**config.mk**
```make
export PLATFORM = sky130hd
export DESIGN_NAME = pzs_zone_manager
export DESIGN_NICKNAME = d
export VERILOG_FILES = /design/src/hdl/pzs_pkg.sv /design/src/hdl/pzs_zone_manager.sv
export VERILOG_INCLUDE_DIRS = /design/src /design/src/hdl
export SDC_FILE = /design/constraint.sdc
export NUM_CORES = 1
export LEC_CHECK = 0
export ABC_CLOCK_PERIOD_IN_PS = 11300
export BUFFER_PORTS_ARGS = -buffer_cell sky130_fd_sc_hd__buf_2
export CORE_MARGIN = 2
export CORE_UTILIZATION = 40
export CTS_BUF_LIST = sky130_fd_sc_hd__clkbuf_16
export CTS_CLUSTER_SIZE = 24
export DETAILED_ROUTE_END_ITERATION = 8
export GPL_TIMING_DRIVEN = 0
export PLACE_DENSITY = 0.65
export SLEW_MARGIN = 10
export SYNTH_ARGS = -nofsm -noshare
export SYNTH_HDL_FRONTEND = slang
export SYNTH_SLANG_ARGS = --single-unit
```
**constraint.sdc**
```tcl
create_clock -name clock_in -period 11.3 [get_ports clock_in]
set_clock_uncertainty 0.1 [all_clocks]
set_input_delay 1.13 -clock clock_in [delete_from_list [all_inputs] [get_ports clock_in]]
set_output_delay 1.13 -clock clock_in [all_outputs]
set_load 0.05 [all_outputs]
```
**src/hdl/pzs_defs.svh**
```systemverilog
`ifndef PZS_DEFS_SVH
`define PZS_DEFS_SVH
`define PZS_NUM_PHASES 8
`define PZS_REG_PHASE_STATUS 8'h30
`define PZS_REG_ZONE_STRAP 8'h31
`define PZS_REG_THR1 8'h32
`define PZS_REG_THR2 8'h33
`define PZS_REG_THR3 8'h34
`define PZS_REG_THR4 8'h35
`define PZS_REG_FIXED_ZONE 8'h36
`define PZS_REG_HYST 8'h37
`define PZS_REG_SHED_DELAY 8'h38
`define PZS_REG_FREQ 8'h39
`define PZS_REG_LOADLINE 8'h3A
`define PZS_REG_CTRL 8'h3B
`define PZS_REG_ZONE_STATUS 8'h3C
`define PZS_THR_OFF 8'hFF
`define PZS_STRAP_OFF_CODE 8'hCC
`define PZS_HYST_RESET 8'h10
`define PZS_DELAY_RESET 8'h14
`define PZS_SAMPLE_US 10
`define PZS_CLK_MHZ 50
`define PZS_SAMPLE_CYC (`PZS_SAMPLE_US * `PZS_CLK_MHZ)
`define PZS_STEP_US 10
`define PZS_STEP_CYC (`PZS_STEP_US * `PZS_CLK_MHZ)
`define PZS_DCM_ZONE 3'h4
`define PZS_CTRL_SECONDARY 0
`endif

```
**src/hdl/pzs_pkg.sv**
```systemverilog
package pzs_pkg;
  typedef enum logic [1:0] {
    PZS_PS_LOW = 2'b00,
    PZS_PS_MID = 2'b01,
    PZS_PS_HIGH = 2'b10
  } pzs_ps_t;
  typedef enum logic [1:0] {
    PZS_ST_DETECT = 2'b00,
    PZS_ST_SOFTSTART = 2'b01,
    PZS_ST_RUN = 2'b10
  } pzs_state_t;
endpackage : pzs_pkg

```
**src/hdl/pzs_zone_manager.sv**
```systemverilog
`timescale 1ns/1ps
`include "pzs_defs.svh"
module pzs_zone_manager (
  input wire logic clock_in,
  input wire logic nrst_in,
  input wire logic enable_in,
  input wire logic vout_regulated_in,
  input wire logic [1:0] power_save_select_in,
  input wire logic [7:0] phase_sense_positive_in,
  input wire logic [7:0] total_current_code_in,
  input wire logic [2:0] first_fixed_zone_strap_in,
  input wire logic [2:0] second_fixed_zone_strap_in,
  input wire logic [31:0] shed_threshold_strap_in,
  input wire logic [3:0] shed_threshold_float_in,
  input wire logic [7:0] loadline_address_strap_in,
  input wire logic [7:0] frequency_set_in,
  input wire logic reg_wr_in,
  input wire logic reg_rd_in,
  input wire logic [7:0] reg_addr_in,
  input wire logic [7:0] reg_wdata_in,
  output logic [7:0] reg_rdata_out,
  output logic [7:0] phase_enable_out,
  output logic [2:0] power_zone_out,
  output logic discontinuous_conduction_out,
  output logic [7:0] frequency_out,
  output logic [7:0] loadline_out,
  output logic [6:0] slave_address_out
);
  // ----------------------------------------------------------------
  // reset and input synchronisers
  // ----------------------------------------------------------------
  logic rst_s1_reg, rst_n;
  always_ff @(posedge clock_in or negedge nrst_in) begin
    if (!nrst_in) begin
      rst_s1_reg <= 1'b0;
      rst_n <= 1'b0;
    end else begin
      rst_s1_reg <= 1'b1;
      rst_n <= rst_s1_reg;
    end
  end
  // pins pass two flops; the first stage is read by nothing else
  // cleared by the raw reset so both stages hold pin values by the time
  // the internal reset lets the one-cycle strap capture run
  logic [13:0] pin_s1_reg, pin_s2_reg;
  logic [7:0] sense_s1_reg, sense_s2_reg;
  always_ff @(posedge clock_in or negedge nrst_in) begin
    if (!nrst_in) begin
      pin_s1_reg <= 14'h0;
      pin_s2_reg <= 14'h0;
      sense_s1_reg <= 8'h00;
      sense_s2_reg <= 8'h00;
    end else begin
      pin_s1_reg <= {enable_in, vout_regulated_in, power_save_select_in,
                     first_fixed_zone_strap_in, second_fixed_zone_strap_in,
                     shed_threshold_float_in};
      pin_s2_reg <= pin_s1_reg;
      sense_s1_reg <= phase_sense_positive_in;
      sense_s2_reg <= sense_s1_reg;
    end
  end
  logic en_s, regd_s;
  logic [1:0] ps_s;
  assign en_s = pin_s2_reg[13];
  assign regd_s = pin_s2_reg[12];
  assign ps_s = pin_s2_reg[11:10];
  // ----------------------------------------------------------------
  // power-up strap capture
  // ----------------------------------------------------------------
  pzs_pkg::pzs_state_t state_reg;
  logic [7:0] phase_en_reg, fixed_zone_reg, hyst_reg, delay_reg;
  logic [7:0] freq_reg, ll_reg, ctrl_reg, tc_reg;
  logic [7:0] thr_reg [4];
  logic [6:0] addr_reg;
  logic [1:0] ps_held_reg;
  logic low_again_reg;
  logic capture;
  assign capture = (state_reg == pzs_pkg::PZS_ST_DETECT);
  // straps are analog conversions in front of this block, so they are
  // taken as stable codes; one capture cycle after reset release
  always_ff @(posedge clock_in or negedge rst_n) begin
    if (!rst_n) begin
      state_reg <= pzs_pkg::PZS_ST_DETECT;
    end else begin
      case (state_reg)
        pzs_pkg::PZS_ST_DETECT: state_reg <= pzs_pkg::PZS_ST_SOFTSTART;
        pzs_pkg::PZS_ST_SOFTSTART:
          if (en_s && regd_s) state_reg <= pzs_pkg::PZS_ST_RUN;
        pzs_pkg::PZS_ST_RUN:
          if (!en_s) state_reg <= pzs_pkg::PZS_ST_SOFTSTART;
        default: state_reg <= pzs_pkg::PZS_ST_DETECT;
      endcase
    end
  end
  always_ff @(posedge clock_in or negedge rst_n) begin
    if (!rst_n) begin
      phase_en_reg <= 8'hFF;
    end else if (capture) begin
      phase_en_reg <= ~sense_s2_reg;
    end
  end
  // ----------------------------------------------------------------
  // register file
  // ----------------------------------------------------------------
  always_ff @(posedge clock_in or negedge rst_n) begin
    if (!rst_n) begin
      for (int i = 0; i < 4; i++) thr_reg[i] <= `PZS_THR_OFF;
      fixed_zone_reg <= 8'h00;
      hyst_reg <= `PZS_HYST_RESET;
      delay_reg <= `PZS_DELAY_RESET;
      freq_reg <= 8'h00;
      ll_reg <= 8'h00;
      addr_reg <= 7'h00;
      ctrl_reg <= 8'h00;
    end else if (capture) begin
      for (int i = 0; i < 4; i++) begin
        // strap at or above the 2 V code, or floating, disables it
        if (pin_s2_reg[i] ||
            shed_threshold_strap_in[i*8 +: 8] >= `PZS_STRAP_OFF_CODE)
          thr_reg[i] <= `PZS_THR_OFF;
        else
          thr_reg[i] <= shed_threshold_strap_in[i*8 +: 8];
      end
      fixed_zone_reg <= {2'h0, pin_s2_reg[4+:3], pin_s2_reg[7+:3]};
      freq_reg <= frequency_set_in;
      ll_reg <= {4'h0, loadline_address_strap_in[3:0]};
      addr_reg <= {3'h2, loadline_address_strap_in[7:4]};
    end else if (reg_wr_in) begin
      case (reg_addr_in)
        `PZS_REG_THR1: thr_reg[0] <= reg_wdata_in;
        `PZS_REG_THR2: thr_reg[1] <= reg_wdata_in;
        `PZS_REG_THR3: thr_reg[2] <= reg_wdata_in;
        `PZS_REG_THR4: thr_reg[3] <= reg_wdata_in;
        `PZS_REG_FIXED_ZONE: fixed_zone_reg <= reg_wdata_in;
        `PZS_REG_HYST: hyst_reg <= reg_wdata_in;
        `PZS_REG_SHED_DELAY: delay_reg <= reg_wdata_in;
        `PZS_REG_FREQ: freq_reg <= reg_wdata_in;
        `PZS_REG_LOADLINE: ll_reg <= reg_wdata_in;
        `PZS_REG_CTRL: ctrl_reg <= reg_wdata_in;
        default: ;
      endcase
    end
  end
  // ----------------------------------------------------------------
  // power-save tracking and current sampling
  // ----------------------------------------------------------------
  logic [8:0] samp_cnt_reg;
  logic samp_tick;
  assign samp_tick = (samp_cnt_reg == 9'(`PZS_SAMPLE_CYC - 1));
  always_ff @(posedge clock_in or negedge rst_n) begin
    if (!rst_n) begin
      samp_cnt_reg <= 9'h000;
      tc_reg <= 8'h00;
    end else begin
      samp_cnt_reg <= samp_tick ? 9'h000 : samp_cnt_reg + 9'h001;
      if (samp_tick) tc_reg <= total_current_code_in;
    end
  end
  always_ff @(posedge clock_in or negedge rst_n) begin
    if (!rst_n) begin
      ps_held_reg <= pzs_pkg::PZS_PS_HIGH;
      low_again_reg <= 1'b0;
    end else if (capture || !en_s) begin
      ps_held_reg <= ps_s;
      low_again_reg <= 1'b0;
    end else if (state_reg == pzs_pkg::PZS_ST_RUN) begin
      ps_held_reg <= ps_s;
      if (ps_s != pzs_pkg::PZS_PS_LOW) low_again_reg <= 1'b1;
    end
  end
  // ----------------------------------------------------------------
  // target zone selection
  // ----------------------------------------------------------------
  logic [2:0] zone_reg, target, auto_zone;
  logic [3:0] thr_on;
  always_comb begin
    auto_zone = 3'h4;
    for (int i = 3; i >= 0; i--) begin
      thr_on[i] = (thr_reg[i] != `PZS_THR_OFF);
      // hysteresis only applies when leaving toward a higher zone
      if (thr_on[i] && (tc_reg > thr_reg[i] ||
          (zone_reg <= 3'(i) && 9'(tc_reg) + 9'(hyst_reg) >= 9'(thr_reg[i]))))
        auto_zone = 3'(i);
    end
  end
  always_comb begin
    target = 3'h0;
    case (ps_held_reg)
      pzs_pkg::PZS_PS_HIGH: target = 3'h0;
      pzs_pkg::PZS_PS_MID:
        target = (state_reg == pzs_pkg::PZS_ST_RUN) ? auto_zone
               : 3'h0;
      pzs_pkg::PZS_PS_LOW: begin
        if (low_again_reg)
          target = ctrl_reg[`PZS_CTRL_SECONDARY] ? fixed_zone_reg[2:0]
                 : pin_s2_reg[9:7];
        else
          target = ctrl_reg[`PZS_CTRL_SECONDARY] ? fixed_zone_reg[5:3]
                 : pin_s2_reg[6:4];
      end
      default: target = 3'h0;
    endcase
  end
  // ----------------------------------------------------------------
  // stepwise transition
  // ----------------------------------------------------------------
  logic [2:0] next_step;
  logic [7:0] step_cnt_reg;
  logic [8:0] us_cnt_reg;
  always_comb begin
    next_step = zone_reg;
    // zone i belongs to threshold i; only zones strictly between present
    // and target are skipped, so a disabled target is still reached
    if (target > zone_reg) begin
      next_step = zone_reg + 3'h1;
      for (int i = 0; i < 4; i++)
        if (next_step == 3'(i) && 3'(i) < target && !thr_on[i])
          next_step = 3'(i + 1);
    end else if (target < zone_reg) begin
      next_step = zone_reg - 3'h1;
      for (int i = 3; i >= 1; i--)
        if (next_step == 3'(i) && 3'(i) > target && !thr_on[i])
          next_step = 3'(i - 1);
    end
  end
  always_ff @(posedge clock_in or negedge rst_n) begin
    if (!rst_n) begin
      zone_reg <= 3'h0;
      step_cnt_reg <= 8'h00;
      us_cnt_reg <= 9'h000;
    end else if (target < zone_reg) begin
      zone_reg <= next_step;
      step_cnt_reg <= 8'h00;
      us_cnt_reg <= 9'h000;
    end else if (target > zone_reg) begin
      us_cnt_reg <= (us_cnt_reg == 9'(`PZS_STEP_CYC - 1)) ? 9'h000
                  : us_cnt_reg + 9'h001;
      if (us_cnt_reg == 9'(`PZS_STEP_CYC - 1)) begin
        if (step_cnt_reg + 8'h01 >= delay_reg) begin
          zone_reg <= next_step;
          step_cnt_reg <= 8'h00;
        end else begin
          step_cnt_reg <= step_cnt_reg + 8'h01;
        end
      end
    end else begin
      step_cnt_reg <= 8'h00;
      us_cnt_reg <= 9'h000;
    end
  end
  // ----------------------------------------------------------------
  // outputs and read data
  // ----------------------------------------------------------------
  always_ff @(posedge clock_in or negedge rst_n) begin
    if (!rst_n) begin
      reg_rdata_out <= 8'h00;
      phase_enable_out <= 8'h00;
      power_zone_out <= 3'h0;
      discontinuous_conduction_out <= 1'b0;
      frequency_out <= 8'h00;
      loadline_out <= 8'h00;
      slave_address_out <= 7'h00;
    end else begin
      phase_enable_out <= phase_en_reg;
      power_zone_out <= zone_reg;
      discontinuous_conduction_out <= (zone_reg == `PZS_DCM_ZONE);
      frequency_out <= freq_reg;
      loadline_out <= ll_reg;
      slave_address_out <= addr_reg;
      if (reg_rd_in) begin
        case (reg_addr_in)
          `PZS_REG_PHASE_STATUS: reg_rdata_out <= phase_en_reg;
          `PZS_REG_THR1: reg_rdata_out <= thr_reg[0];
          `PZS_REG_THR2: reg_rdata_out <= thr_reg[1];
          `PZS_REG_THR3: reg_rdata_out <= thr_reg[2];
          `PZS_REG_THR4: reg_rdata_out <= thr_reg[3];
          `PZS_REG_FIXED_ZONE: reg_rdata_out <= fixed_zone_reg;
          `PZS_REG_HYST: reg_rdata_out <= hyst_reg;
          `PZS_REG_SHED_DELAY: reg_rdata_out <= delay_reg;
          `PZS_REG_FREQ: reg_rdata_out <= freq_reg;
          `PZS_REG_LOADLINE: reg_rdata_out <= ll_reg;
          `PZS_REG_CTRL: reg_rdata_out <= ctrl_reg;
          `PZS_REG_ZONE_STATUS: reg_rdata_out <= {5'h00, zone_reg};
          default: reg_rdata_out <= 8'h00;
        endcase
      end
    end
  end
endmodule : pzs_zone_manager

```
==> results_tabular.tex <==
\begin{tabular}{lr}
\hline
Metric & Value \\
\hline
\multicolumn{2}{l}{\textbf{Status}} \\
Result of the run & finished clean \\
\multicolumn{2}{l}{\textbf{Route}} \\
Met2 Routed Length & 15500 um \\
Length of routed wiring on met1 & 15100 um \\
Initial drt markers & 756 \\
Initial DRT Pass Iterations & 5 \\
Antenna Nets Post-Route & 0 \\
Mean routed wirelength per cell & 20.2 um \\
Via density per instance & 5.48 \\
Overall via count from detail\_route & 9216 \\
Top layer in use & met4 \\
Post-detailed-routing wire length & 33900 um \\
Met3 WL post-DR & 2160 um \\
Drc violations & 0 \\
\multicolumn{2}{l}{\textbf{STA}} \\
Worst slew margin relative to its limit & 0.237 \\
Maximum operating frequency & 181 MHz \\
Post-route clock period utilization & 0.489 \\
Transition time at the pin with the least slew margin & 1.14 ns \\
Period minus WS final & 5.52 ns \\
Total negative slack for setup checks & 0 ns \\
Final-report max-slew violation count & 0 \\
Number of endpoints with negative hold slack in the final report & 0 \\
Unrepaired setup endpoints after global routing & false \\
Count of final setup violators & 0 \\
\multicolumn{2}{l}{\textbf{Global routing}} \\
Initial antenna violation count & 0 \\
Global router's overall resource usage & 0.225 \\
Pin count of the biggest net entering global routing & 65 \\
GR Overflow Total & 0 \\
First-pass GRT wire length & 53200 um \\
Via count of the first global-routing pass & 9192 \\
\multicolumn{2}{l}{\textbf{Clock tree}} \\
Post-CTS Hold Buffers & 0 \\
CTS Root Cell & sky130\_fd\_sc\_hd\_\_clkbuf\_16 \\
Number of sinks on the clock net & 222 \\
CTS max path bufs & 3 \\
\# resized after CTS & 0 \\
TritonCTS buffer count & 24 \\
Clock latency on the worst-skew pair & 0.52 ns \\
Clock Pin Slew Worst Setup and Hold Paths & 0.06 ns \\
Number of buffers inserted by post-CTS setup repair & 0 \\
Deepest level of the CTS H-tree & 1 \\
TritonCTS clock tree & yes \\
\multicolumn{2}{l}{\textbf{Critical path}} \\
Number of cell instances on the worst register-to-register path & 22 \\
Startpoint type of the worst setup path & flip-flop \\
Crit path buf inv count & 2 \\
Arrival time at the worst endpoint & 5.88 ns \\
Launching element of the worst setup path & tc\_reg[1] \\
R2R setup slack & 5.78 ns \\
Capturing point of the worst reg2reg path & zone\_reg[0] \\
Cell chain of the critical path & inv\_1, fa\_1, nand2b\_1, nand2b\_1, a21oi\_1, xnor2\_1, ha\_1, a211oi\_1, o211ai\_1, o221ai\_1, a31oi\_1, a21oi\_1, o21ai\_0, a32o\_1, ha\_1, nor2b\_1, o21ai\_0, nand2b\_1, buf\_6, or4\_1, o21ai\_1, or3\_1 \\
Kind of end point of the critical path & flip-flop \\
Launching point of the worst reg2reg path & tc\_reg[1] \\
Crit. path cell count & 22 \\
CP Class & reg2reg \\
Last element of the critical path & zone\_reg[0] \\
Most Frequent Cell on Critical Path & sky130\_fd\_sc\_hd\_\_nand2b\_1 \\
Largest incremental delay on the critical path & 0.58 ns \\
Critical-path cell with the highest stage delay & sky130\_fd\_sc\_hd\_\_dfrtp\_1 \\
Cell family with most CP delay & compound AO/OA/AOI/OAI gates \\
CP Max Fanout & 10 \\
Data required time of the worst path & 11.66 ns \\
\multicolumn{2}{l}{\textbf{Power and ir drop}} \\
Static Leakage & 6.62 nW \\
IR drop worst, VDD & 0.146 mV \\
Post-layout power & 2.43 mW \\
Power density relative to cell area & 180 nW/um\^{}2 \\
\multicolumn{2}{l}{\textbf{Floorplanning}} \\
Die X & 174 um \\
Die outline area & 30200 sq um \\
Y dimension of the die & 174 um \\
Total core area & 28500 sq um \\
Core Rows & 62 \\
Starting utilization of the core area & 0.404 \\
Boundary pin count & 141 \\
\multicolumn{2}{l}{\textbf{Logic synthesis}} \\
Post-synth EDFFs & 0 \\
Biggest area contributors in the synthesized netlist & sky130\_fd\_sc\_hd\_\_dfrtp\_1 (39\%), sky130\_fd\_sc\_hd\_\_ha\_1 (10\%), sky130\_fd\_sc\_hd\_\_dfstp\_2 (10\%) \\
Leading cell type by number of instances after synthesis & sky130\_fd\_sc\_hd\_\_dfrtp\_1 \\
Share of the synthesized area in the top cell type & 0.386 \\
Area leader, netlist & sky130\_fd\_sc\_hd\_\_dfrtp\_1 \\
Part of the Yosys area used for sequential elements & 0.486 \\
Number of distinct library cell variants in the gate-level netlist after synthesis & 76 \\
Synth async-reset ratio & 1.00 \\
Predominant post-synthesis flop cell & sky130\_fd\_sc\_hd\_\_dfrtp\_1 \\
Mapped cell area & 11500 sq um \\
Post-synthesis sequential element count & 222 \\
Syn avg cell area & 10.3 sq um \\
Number of standard cells after synthesis & 1125 \\
Top cells by instance count after synthesis & sky130\_fd\_sc\_hd\_\_dfrtp\_1 (178), sky130\_fd\_sc\_hd\_\_nand2\_1 (156), sky130\_fd\_sc\_hd\_\_ha\_1 (93) \\
Yosys warns & 0 \\
\multicolumn{2}{l}{\textbf{Finish}} \\
Flip-flop count of the largest register after layout & 32 \\
Antenna fix cells & 0 \\
Ratio of cells with drive above 1 in the final layout & 0.208 \\
Post-route cell area & 13500 sq um \\
Nets & 1473 \\
Number of fill cells & 2704 \\
Area growth, synth to finish & 17.0\% \\
\multicolumn{2}{l}{\textbf{Job}} \\
Number of max-capacitance violations reported & 0 \\
\multicolumn{2}{l}{\textbf{Placed design}} \\
IO buf count & 127 \\
Final RePlAce weighted congestion & 0.941 \\
Post-DP HPWL & 25400 um \\
Placed instance area & 12700 sq um \\
\multicolumn{2}{l}{\textbf{Min path}} \\
Worst Hold Class & reg2reg \\
\hline
\end{tabular}
cells by family after synthesis:
logic type	after synthesis	synth area share
compound gates	240	0.139
simple gates	366	0.148
fa+ha+maj	94	0.103
flops	222	0.486
xor+xnor	24	0.0182
mux	72	0.0695
buf+inv	105	0.0364
other cells	2	0.000651
placed cells by master, fill, tap and decap left out, drive strengths merged, types with 16 or more instances in the layout:
cell,Yosys,routed
nand3,30,30
buf,6,135
mux2i,37,37
a31oi,27,27
a21oi,56,56
nand2,156,156
mux2,32,32
nor3,16,16
nor2,81,81
a22oi,19,19
xnor2,17,17
dfrtp,178,178
inv,63,67
nand4,24,24
clkbuf,36,61
ha,93,93
dfstp,44,44
o21ai,56,56
layer usage:
metal  vias up  track usage
met5         -            0
met4         0       0.0756
met3        74       0.0351
met2       338        0.362
met1      4479        0.310
li1       4325            -
where the power goes:
part           leakage, nW  switching, mW  internal [mW]
sequential            2.71          0.125          0.932
clock                0.393          0.323          0.447
combinational         3.52          0.407          0.190
total                 6.62          0.855           1.57
metrics by stage:
stage / util / worst slack [ns] / hold slack [ns] / instances
floorplan: - / 5.95 / 0.231 / 1126
global placement: 0.444 / 3.78 / 0.232 / 1637
detailed placement: 0.446 / 5.80 / 0.235 / 1639
CTS: 0.473 / 5.77 / 0.246 / 1683
global route: 0.473 / 5.43 / 0.255 / 1683
finish: 0.473 / 5.78 / 0.244 / 1683
worst min path at each step:
stage                            endpoint            start  slack, ns  cells past startpoint
after global placement    sense_s2_reg[2]  sense_s1_reg[2]       0.23                      0
final                               rst_n       rst_s1_reg       0.24                      0
after floorplan             pin_s2_reg[0]    pin_s1_reg[0]       0.23                      0
after detailed placement   pin_s2_reg[13]   pin_s1_reg[13]       0.23                      0
after CTS                           rst_n       rst_s1_reg       0.25                      0
after global routing                rst_n       rst_s1_reg       0.26                      0
area by class of cell:
cell class / instances / area, sq um / share of cell area
flip-flops and latches: 222 / 5610 / 0.416
multi-input cells: 799 / 5530 / 0.409
repair buffers: 129 / 691 / 0.0511
clock buffers: 25 / 626 / 0.0463
well taps: 384 / 480 / 0.0356
inverters: 63 / 236 / 0.0175
plain buffers: 42 / 184 / 0.0136
clock inverters: 19 / 150 / 0.0111
(Power assumes the default switching activity.)
